<file path="src/logic/sar_regs.svh">
// Command codes, answer field positions and timing counts of the readout link.
`ifndef SAR_REGS_SVH
`define SAR_REGS_SVH
`define SAR_OP_RESULT_READ   8'h80
`define SAR_OP_STATUS_READ   8'h88
`define SAR_OP_CONV_MASK     8'hF3
`define SAR_OP_CONV_CTRL     8'h90
`define SAR_CONV_SEL_BIT     3
`define SAR_CONV_EN_BIT      2
`define SAR_ANS_REFUSE_BIT   15
`define SAR_ANS_OPC_BIT      14
`define SAR_ANS_DONE_BIT     13
`define SAR_ANS_BUSY_BIT     10
`define SAR_ANS_RES_HI       11
`define SAR_ANS_RES_LO       1
`define SAR_ANS_SEL_BIT      3
`define SAR_ANS_EN_BIT       2
`define SAR_OP_BITS          5'h08
`define SAR_FRAME_BITS       5'h18
`define SAR_CLK_HALF         3'h4
`define SAR_GAP_LAST         3'h7
`define SAR_CONV_TIME_US     115
`define SAR_CLK_MHZ          250
`define SAR_CONV_CYCLES      (`SAR_CONV_TIME_US * `SAR_CLK_MHZ + 1)
`define SAR_INIT_CYCLES      8'h40
`endif

</file>
<file path="src/logic/sar_pkg.sv">
// Types shared by both ends of the converter readout link.
package sar_pkg;
    typedef logic [7:0]  sar_op_t;
    typedef logic [15:0] sar_word_t;
    typedef logic [10:0] sar_result_t;
    typedef enum logic [1:0] {
        SAR_CMD_RESULT  = 2'b00,
        SAR_CMD_STATUS  = 2'b01,
        SAR_CMD_CONVERT = 2'b10
    } sar_cmd_e;
endpackage

</file>
<file path="src/logic/sar_link_if.sv">
// Four-wire serial link between the host and the converter device.
`timescale 1ns/1ps
interface sar_link_if;
    logic sclk;
    logic sel_n;
    logic mosi;
    logic miso_o;
    logic miso_oe_n;
    modport device (
        input  sclk,
        input  sel_n,
        input  mosi,
        output miso_o,
        output miso_oe_n
    );
    modport host (
        output sclk,
        output sel_n,
        output mosi,
        input  miso_o,
        input  miso_oe_n
    );
endinterface

</file>
<file path="src/logic/sar_device.sv">
// Device end: serial slave holding the converter state and result.
`timescale 1ns/1ps
`include "sar_regs.svh"
module sar_device (
    input  wire logic              clk,
    input  wire logic              rstn,
    sar_link_if.device             link,
    input  wire sar_pkg::sar_result_t sample_in,
    output logic                   conv_start,
    output logic                   input_select,
    output logic                   converter_enable
);
    import sar_pkg::*;

    // Conversion time counter wide enough for the least conversion time.
    localparam int CW = $clog2(`SAR_CONV_CYCLES + 1);

    logic [2:0]    sclk_s_q, sel_s_q;
    logic [1:0]    mosi_s_q;
    logic          sclk_rise, sclk_fall, sel_act;
    logic [4:0]    bit_cnt_q;
    sar_op_t       op_q;
    sar_word_t     ans_q;
    logic          miso_q, oe_n_q;
    logic          done_q, input_select_q, en_q;
    logic [CW-1:0] conv_cnt_q;
    logic [7:0]    init_cnt_q;
    sar_result_t   result_q;
    sar_op_t       op_full;
    logic          start_req;

    // Clock and select are sampled three times, data twice; only the later stages feed logic.
    always_ff @(posedge clk) begin
        if (!rstn) begin
            sclk_s_q <= 3'h0;
            sel_s_q  <= 3'h7;
            mosi_s_q <= 2'h0;
        end else begin
            sclk_s_q <= {sclk_s_q[1:0], link.sclk};
            sel_s_q  <= {sel_s_q[1:0], link.sel_n};
            mosi_s_q <= {mosi_s_q[0], link.mosi};
        end
    end

    assign sclk_rise   = sclk_s_q[1] & ~sclk_s_q[2];
    assign sclk_fall   = ~sclk_s_q[1] & sclk_s_q[2];
    assign sel_act     = ~sel_s_q[1];
    assign op_full     = {op_q[6:0], mosi_s_q[1]};

    function automatic sar_cmd_e decode(input sar_op_t op);
        if (op == `SAR_OP_RESULT_READ) begin
            decode = SAR_CMD_RESULT;
        end else if (op == `SAR_OP_STATUS_READ) begin
            decode = SAR_CMD_STATUS;
        end else begin
            decode = SAR_CMD_CONVERT;
        end
    endfunction

    function automatic logic known_op(input sar_op_t op);
        known_op = (op == `SAR_OP_RESULT_READ) ||
                   (op == `SAR_OP_STATUS_READ) ||
                   ((op & `SAR_OP_CONV_MASK) == `SAR_OP_CONV_CTRL);
    endfunction

    // Opcode capture and bit counting, most significant bit first.
    always_ff @(posedge clk) begin
        if (!rstn || !sel_act) begin
            bit_cnt_q <= 5'h00;
            op_q      <= 8'h00;
        end else if (sclk_rise && bit_cnt_q != `SAR_FRAME_BITS) begin
            bit_cnt_q <= bit_cnt_q + 5'h01;
            if (bit_cnt_q < `SAR_OP_BITS) begin
                op_q <= op_full;
            end
        end
    end

    // The opcode is complete on the eighth rising edge of the frame.
    logic op_done;
    assign op_done = sel_act && sclk_rise &&
                     bit_cnt_q == (`SAR_OP_BITS - 5'h01);
    assign start_req = op_done && known_op(op_full) &&
                       decode(op_full) == SAR_CMD_CONVERT &&
                       init_cnt_q == 8'h00 && done_q;

    // Answer word, built once the opcode is complete.
    always_ff @(posedge clk) begin
        if (!rstn) begin
            ans_q <= 16'h0000;
        end else if (op_done) begin
            ans_q <= 16'h0000;
            if (init_cnt_q != 8'h00 || !known_op(op_full) ||
                (decode(op_full) == SAR_CMD_CONVERT && !done_q)) begin
                ans_q[`SAR_ANS_REFUSE_BIT] <= 1'b1;
                ans_q[`SAR_ANS_OPC_BIT]    <= ~known_op(op_full);
                ans_q[`SAR_ANS_DONE_BIT]   <= done_q;
                ans_q[`SAR_ANS_BUSY_BIT]   <= init_cnt_q != 8'h00;
            end else if (decode(op_full) == SAR_CMD_RESULT) begin
                ans_q[`SAR_ANS_DONE_BIT] <= done_q;
                ans_q[`SAR_ANS_RES_HI:`SAR_ANS_RES_LO] <= result_q;
            end else begin
                // A start answers with done low, as the conversion runs.
                ans_q[`SAR_ANS_DONE_BIT] <=
                    done_q && decode(op_full) == SAR_CMD_STATUS;
                ans_q[`SAR_ANS_SEL_BIT] <=
                    decode(op_full) == SAR_CMD_STATUS ? input_select_q :
                    op_full[`SAR_CONV_SEL_BIT];
                ans_q[`SAR_ANS_EN_BIT] <=
                    decode(op_full) == SAR_CMD_STATUS ? en_q :
                    op_full[`SAR_CONV_EN_BIT];
            end
        end else if (sel_act && sclk_fall && bit_cnt_q >= `SAR_OP_BITS) begin
            ans_q <= {ans_q[14:0], 1'b0};
        end
    end

    // The answer bit is presented on each falling edge after the opcode.
    always_ff @(posedge clk) begin
        if (!rstn || !sel_act) begin
            miso_q <= 1'b0;
            oe_n_q <= 1'b1;
        end else if (sclk_fall && bit_cnt_q >= `SAR_OP_BITS &&
                     bit_cnt_q < `SAR_FRAME_BITS) begin
            miso_q <= ans_q[15];
            oe_n_q <= 1'b0;
        end
    end

    // Converter mode bits; both clear at reset.
    always_ff @(posedge clk) begin
        if (!rstn) begin
            input_select_q <= 1'b0;
            en_q   <= 1'b0;
        end else if (start_req) begin
            input_select_q <= op_full[`SAR_CONV_SEL_BIT];
            en_q   <= op_full[`SAR_CONV_EN_BIT];
        end
    end

    // Conversion timing, start strobe and held result.
    always_ff @(posedge clk) begin
        if (!rstn) begin
            done_q     <= 1'b1;
            conv_cnt_q <= '0;
            result_q   <= 11'h000;
            conv_start <= 1'b0;
            init_cnt_q <= `SAR_INIT_CYCLES;
        end else begin
            conv_start <= 1'b0;
            if (init_cnt_q != 8'h00) begin
                init_cnt_q <= init_cnt_q - 8'h01;
            end
            if (start_req && op_full[`SAR_CONV_EN_BIT]) begin
                done_q     <= 1'b0;
                conv_cnt_q <= CW'(`SAR_CONV_CYCLES);
                conv_start <= 1'b1;
            end else if (!done_q) begin
                if (conv_cnt_q == CW'(1)) begin
                    done_q   <= 1'b1;
                    result_q <= sample_in;
                end
                conv_cnt_q <= conv_cnt_q - CW'(1);
            end
        end
    end

    assign link.miso_o      = miso_q;
    assign link.miso_oe_n   = oe_n_q;
    assign input_select     = input_select_q;
    assign converter_enable = en_q;
endmodule

</file>
<file path="src/flat_wrapper.sv">
// flat-port wrapper written by rule: the top's interface ports become plain ports
module sar_device_flat import sar_pkg::*;
  (clk, rstn, sample_in, conv_start, input_select, converter_enable, link_sclk, link_sel_n, link_mosi, link_miso_o, link_miso_oe_n);
  sar_link_if link_i ();
  input  wire logic clk;
  input  wire logic rstn;
  input  wire sar_pkg::sar_result_t sample_in;
  output logic conv_start;
  output logic input_select;
  output logic converter_enable;
  input wire logic [$bits(link_i.sclk)-1:0] link_sclk;
  input wire logic [$bits(link_i.sel_n)-1:0] link_sel_n;
  input wire logic [$bits(link_i.mosi)-1:0] link_mosi;
  output wire logic [$bits(link_i.miso_o)-1:0] link_miso_o;
  output wire logic [$bits(link_i.miso_oe_n)-1:0] link_miso_oe_n;
  assign link_i.sclk = link_sclk;
  assign link_i.sel_n = link_sel_n;
  assign link_i.mosi = link_mosi;
  assign link_miso_o = link_i.miso_o;
  assign link_miso_oe_n = link_i.miso_oe_n;
  sar_device u_core (.clk(clk), .rstn(rstn), .link(link_i), .sample_in(sample_in), .conv_start(conv_start), .input_select(input_select), .converter_enable(converter_enable));
endmodule
</file>
<file path="config.mk">
export PLATFORM = sky130hd
export DESIGN_NAME = sar_device_flat
export DESIGN_NICKNAME = d
export VERILOG_FILES = /design/src/logic/sar_pkg.sv /design/src/logic/sar_link_if.sv /design/src/logic/sar_device.sv /design/src/flat_wrapper.sv
export VERILOG_INCLUDE_DIRS = /design/src /design/src/logic
export SDC_FILE = /design/constraint.sdc
export NUM_CORES = 1
export LEC_CHECK = 0
export CELL_PAD_IN_SITES_DETAIL_PLACEMENT = 0
export CELL_PAD_IN_SITES_GLOBAL_PLACEMENT = 1
export CORE_MARGIN = 1
export CORE_UTILIZATION = 48
export DETAILED_ROUTE_END_ITERATION = 8
export DONT_BUFFER_PORTS = 1
export PLACE_DENSITY_LB_ADDON = 0.1
export SKIP_CTS_REPAIR_TIMING = 1
export SLEW_MARGIN = 25
export SYNTH_ARGS = -nofsm -noshare
export SYNTH_HDL_FRONTEND = slang
export SYNTH_SLANG_ARGS = --single-unit
</file>
<file path="constraint.sdc">
create_clock -name clk -period 2.2 [get_ports clk]
set_input_delay 0.22 -clock clk [delete_from_list [all_inputs] [get_ports clk]]
set_output_delay 0.22 -clock clk [all_outputs]
set_load 0.05 [all_outputs]
</file>
==> impl_metrics.ini, run 1 <==
[run_status]
status = finished, final reports clean

[clock_tree]
clkSinkCount = 74
clk_pin_slew_ps = 80
cts_root_buf = clkbuf_8
clock_tree.buffer_depth = 2
cts_buffers = 9
cts_tree = built
cts_max_level = 3
insertion_delay_ps = 350

[synthesis]
synth_top_family_by_area = simple AND/OR/NAND/NOR gates
syn-num-nets = 382
synthArstFlopShare_pct = 0
synth_top_area_cell = dfxtp_1
syn_area_um2 = 3320
synthSimpleGateAreaFrac_pct = 23.7
syn_area_per_cell_um2 = 9.21
ys_seq_elements = 74
synth.distinct_cells = 58
netlist_instances = 360
synth.mux.area_fraction_pct = 4.57
synth-edff-count = 0
synth_compound_area_share_pct = 14.6
yosysWarnings = 0
yosys-top-cells-area = dfxtp_1 (45%), mux2i_1 (4.2%), a21oi_1 (3.8%)
synth_top_area_share_pct = 44.7
synthFlopType = dfxtp_1
synthAdderAreaFrac_pct = 2.26
yosysSeqAreaShare_pct = 44.7
synth_xor_area_share_pct = 5.81

[worst_setup_path]
worstSetupPathType = flop to flop
arrival_ps = 2310
end_kind = flop
worstPathRequired_ps = 2480
crit_fanout = 5
startpoint_type = flop

[power_and_ir_drop]
power_leakage_uw = 0.00135
irDropWorstVdd_mv = 0.413
p_per_area_nw_per_um2 = 775
total_power_uw = 2820

[routing]
wl_met3_um = 273
drt_iter0_drc = 72
ant_nets = 0
vias_per_cell = 5.58
first_pass_iters = 5
maxUsedRoutingLayer = met4
drt-wirelength-per-cell_um = 14.6
drc = 0
met2_length_mm = 2.86
wl_mm = 6.56
drt-met1-wl_mm = 3.33
vias = 2507

[placement]
dp_slack_ps = 165
dp_hpwl_mm = 4.46
place_area_um2 = 3400
routabilityCongestion = 0.774
io_buffer_count = 0

[sta]
tns_ps = 0
maxSlewViolCount = 0
hold_viol = 0
setup_viol = 0
skew_ps = 7.31
setup_slack_ps = 167
grt_setup_unrepaired = false
min_period_ps = 2030
max_freq_mhz = 492
relSlewSlack_pct = 53.0
post-route-period-util_pct = 92.4
worst_pin_slew_ps = 703

[grt]
gr-total-overflow = 0
grt_pass1_vias = 2430
grt_pass1_wl_mm = 11.5
grt.total_usage_pct = 20.1
antenna_found_initial = 0
grt_max_degree = 29

[floorplanning]
die-area_um2 = 7240
die_y_um = 85.1
core_area_um2 = 6490
initial_utilization_pct = 51.0
io_pins = 21
die_w_um = 85.1
rows = 29

[hold_path]
hold_path.class = primary input to flop

[final_layout]
antenna_cells = 0
syn2layout_area_growth_pct = 9.81
fill_cells = 630
drive_above_1_share_pct = 15.1
nets = 389
final_area_um2 = 3640
post-route-util_pct = 56.1

[run]
cap_violations = 0
## area by class of cell
cell class	count	area, um^2	share of cell area (%)
well taps	77	96.3	2.65
flip-flops and latches	74	1480	40.7
multi-input cells	254	1690	46.4
clock inverters	7	70.1	1.92
repair buffers	17	140	3.85
clock buffers	9	124	3.40
inverters	11	41.3	1.13
## layer usage
metal	vias to the layer above	global-route usage [%]
li1	1302	-
met2	39	30.7
met4	0	5.08
met5	-	0
met3	11	7.20
met1	1155	27.1
## where the power goes
group	total [uW]	internal [uW]	leakage, uW	switching, uW
clock	1030	521	0.0000990	506
combinational	315	146	0.000652	169
sequential	1480	1410	0.000599	73.0
total	2820	2070	0.00135	748
## worst paths after layout
kind                           from             endpoint  slack [ps]  cells past startpoint
setup / recovery     u_core.op_q[5]  u_core.input_select         170                      5
hold / removal                 rstn   u_core.mosi_s_q[1]           3                      1
setup reg to reg     u_core.op_q[5]  u_core.input_select         170                      5
hold reg to reg   u_core.sel_s_q[0]    u_core.sel_s_q[1]         430                      1
## sequential cells by signal, summed over array words and instances (netlist names)
signal,cells
u_core.ans_q,15
u_core.bit_cnt_q,5
u_core.conv_cnt_q,15
u_core.conv_start,1
u_core.converter_enable,1
u_core.done_q,1
u_core.init_cnt_q,8
u_core.input_select,1
u_core.link.miso_o,1
u_core.link.miso_oe_n,1
u_core.mosi_s_q,2
u_core.op_q,7
u_core.result_q,11
u_core.sclk_s_q,3
u_core.sel_s_q,2
## stage by stage
stage	hold slack (ps)	instances
floorplan	321	360
finish	3.49	449
detailed placement	289	428
CTS	-73.3	444
global placement	288	428
global route	4.75	449
## cell families (layout without fill, tap and decap cells)
group / count (synthesis) / after routing
DFF: 74 / 74
xor gates and xnor gates: 22 / 22
AOI/OAI and AO/OA: 74 / 74
buffers and inverters: 32 / 44
muxes: 15 / 15
adders and majority gates: 6 / 6
and+or+nand+nor: 137 / 137
## synthesized netlist by cell type, drive strengths merged, types with 3 or more instances
master / instances
dfxtp: 74
nand2: 33
a21oi: 31
nor2: 23
nand4: 17
clkbuf: 16
o21ai: 16
mux2i: 14
xnor2: 13
inv: 11
nand3: 11
xor2: 9
and3: 8
o2bb2ai: 8
nor4: 7
and2: 6
ha: 6
buf: 5
nand2b: 4
nor3b: 4
a31oi: 3
nand3b: 3
nor3: 3
or2: 3
or4: 3
## critical path, cell delays in order (launching register included)
cell and delay (ps):
dfxtp_1 320, or4b_2 710, buf_4 180, nor2_1 270, and4_2 320, mux2i_1 170
## layout by cell type, fill, tap and decap left out, drive strengths merged, types with 3 or more instances in the layout
cell type | netlist | final
and3 | 8 | 8
nand2b | 4 | 4
nor3b | 4 | 4
dfxtp | 74 | 74
nor2 | 23 | 23
clkinv | 0 | 5
o2bb2ai | 8 | 8
nor3 | 3 | 3
buf | 5 | 12
nand3b | 3 | 3
dlygate4sd3 | 0 | 5
mux2i | 14 | 14
or2 | 3 | 3
xnor2 | 13 | 13
or4 | 3 | 3
o21ai | 16 | 16
inv | 11 | 11
a31oi | 3 | 3
and2 | 6 | 6
xor2 | 9 | 9
clkbuf | 16 | 9
nand2 | 33 | 33
a21oi | 31 | 31
nand4 | 17 | 17
nor4 | 7 | 7
nand3 | 11 | 11
ha | 6 | 6
Power figures use the tool's default switching activity.
==> inputs of run 2 (changes only) <==
==> constraint.sdc (replaced) <==
create_clock -name clk -period 2.2 [get_ports clk]
set_input_delay 0.44 -clock clk [delete_from_list [all_inputs] [get_ports clk]]
set_output_delay 0.44 -clock clk [all_outputs]
set_load 0.05 [all_outputs]
==> run 2 against run 1 <==
  * Highest routed layer unchanged
  * Largest cell class unchanged
  * Critical path depth unchanged
  * Register-to-register slack about the same
  * Cell area decreased by 1.4%
  * Clock-buffer cell count unchanged
  * Clock skew about the same
  * First-iteration DRC count decreased by 5.6%
  * Clock power about the same
  * Sequential share of layout area increased by 0.57 points
==> impl_metrics.ini, run 2 (same netlist as run 1, synthesis figures left out) <==
[run_status]
status = finished, final reports clean

[worst_setup_path]
reg2reg_depth = 5
rrSetupSlack_ps = 160
worstSetupPathType = flop to flop
startpoint_type = flop
worstReg2RegStart = u_core.op_q[5]
r2r-end = u_core.ans_q[4]
end_kind = flop
crit_fanout = 8
worstPathRequired_ps = 2480
arrival_ps = 2320

[clock_tree]
cts_root_buf = clkbuf_8
clock_tree.buffer_depth = 2
cts_tree = built
cts_buffers = 9
clkSinkCount = 74
insertion_delay_ps = 350
cts_max_level = 3
clk_pin_slew_ps = 80

[routing]
vias = 2507
drc = 0
first_pass_iters = 4
drt-wirelength-per-cell_um = 14.6
ant_nets = 0
vias_per_cell = 5.65
drt_iter0_drc = 68
wl_mm = 6.50

[final_layout]
drive_above_1_share_pct = 15.3
top_regs = u_core.ans_q: 15 flops, u_core.conv_cnt_q: 15 flops, u_core.result_q: 11 flops
antenna_cells = 0
nets = 384
mostFrequentLayoutCells = dfxtp_1 (74), nand2_1 (33), a21oi_1 (25)
final_common_cell = dfxtp_1
syn2layout_area_growth_pct = 8.30

[placement]
dp_slack_ps = 165
dp_hpwl_mm = 4.46
io_buffer_count = 0
routabilityCongestion = 0.774

[sta]
relSlewSlack_pct = 52.9
maxSlewViolCount = 0
tns_ps = 0
post-route-period-util_pct = 92.6
setup_viol = 0
hold_viol = 0
holdWs_ps = 165
worst_pin_slew_ps = 705
skew_ps = 6.97
setup_slack_ps = 163
min_period_ps = 2040
max_freq_mhz = 491
grt_setup_unrepaired = false

[grt]
grt_pass1_vias = 2430
gr-total-overflow = 0
antenna_found_initial = 0
grt_pass1_wl_mm = 11.5
grt_max_degree = 29
grt.total_usage_pct = 20.1

[floorplanning]
io_pins = 21
die_y_um = 85.1
die_w_um = 85.1
rows = 29
core_area_um2 = 6490
die-area_um2 = 7240
initial_utilization_pct = 51.0

[power_and_ir_drop]
power_leakage_uw = 0.00133
p_per_area_nw_per_um2 = 785
irDropWorstVdd_mv = 0.414

[hold_path]
min_to = u_core.sel_s_q[1]
hold_depth = 1
hold_path.class = primary input to flop
hold_path_startpoint = rstn

[run]
cap_violations = 0
-- run 2: changes by cell type in the layout (fill, tap and decap cells not counted) --
cell / before / now
dlygate4sd3_1: 5 / 0
-- run 2: cell type report --
cell class	instances	area, um^2
inverter	11	41.3
clock buffer	9	124
fill	636	2900
tap	77	96.3
timing repair buffer	12	90.1
sequential	74	1480
multi-input combinational	254	1690
clock inverter	7	70.1
-- run 2: metal layers --
metal | track usage, % | wire length [um] | vias up
met5 | 0 | 0 | -
met4 | 5.08 | 86 | 0
met3 | 7.20 | 303 | 10
met2 | 30.7 | 2810 | 44
met1 | 27.1 | 3300 | 1162
li1 | - | - | 1291
-- run 2: stage by stage --
stage,utilization (%),std cells,total power (uW),area [um^2]
2_1_floorplan,-,360,1750,3320
3_3_place_gp,52.3,428,1810,3400
3_5_place_dp,52.3,428,1820,3400
4_1_cts,55.3,444,2860,3590
5_1_grt,55.3,444,2950,3590
6_report,55.3,444,2820,3590
-- run 2: critical path, cell delays in order, from the launching register on --
cell and delay [ps]:
dfxtp_1 320, or4b_2 710, buf_4 180, nor3_1 220, and3_1 390, o2bb2ai_1 150
-- run 2: where the power goes --
group          internal [uW]  leakage (uW)  total (uW)  switching, uW
clock network            521     0.0000990        1030            511
registers               1410      0.000599        1480           73.2
logic                    140      0.000631         306            166
total                   2070       0.00133        2820            750
-- run 2: worst max path at each step --
stage | start | to | slack [ps] | cells after the start
after CTS | u_core.op_q[5] | u_core.ans_q[4] | 150 | 5
after global routing | u_core.init_cnt_q[2] | u_core.conv_cnt_q[14] | 40 | 5
after detailed placement | u_core.op_q[5] | u_core.ans_q[8] | 170 | 5
after global placement | u_core.op_q[5] | u_core.ans_q[11] | 100 | 5
after floorplan | u_core.bit_cnt_q[3] | u_core.input_select | 190 | 6
final | u_core.op_q[5] | u_core.ans_q[4] | 160 | 5
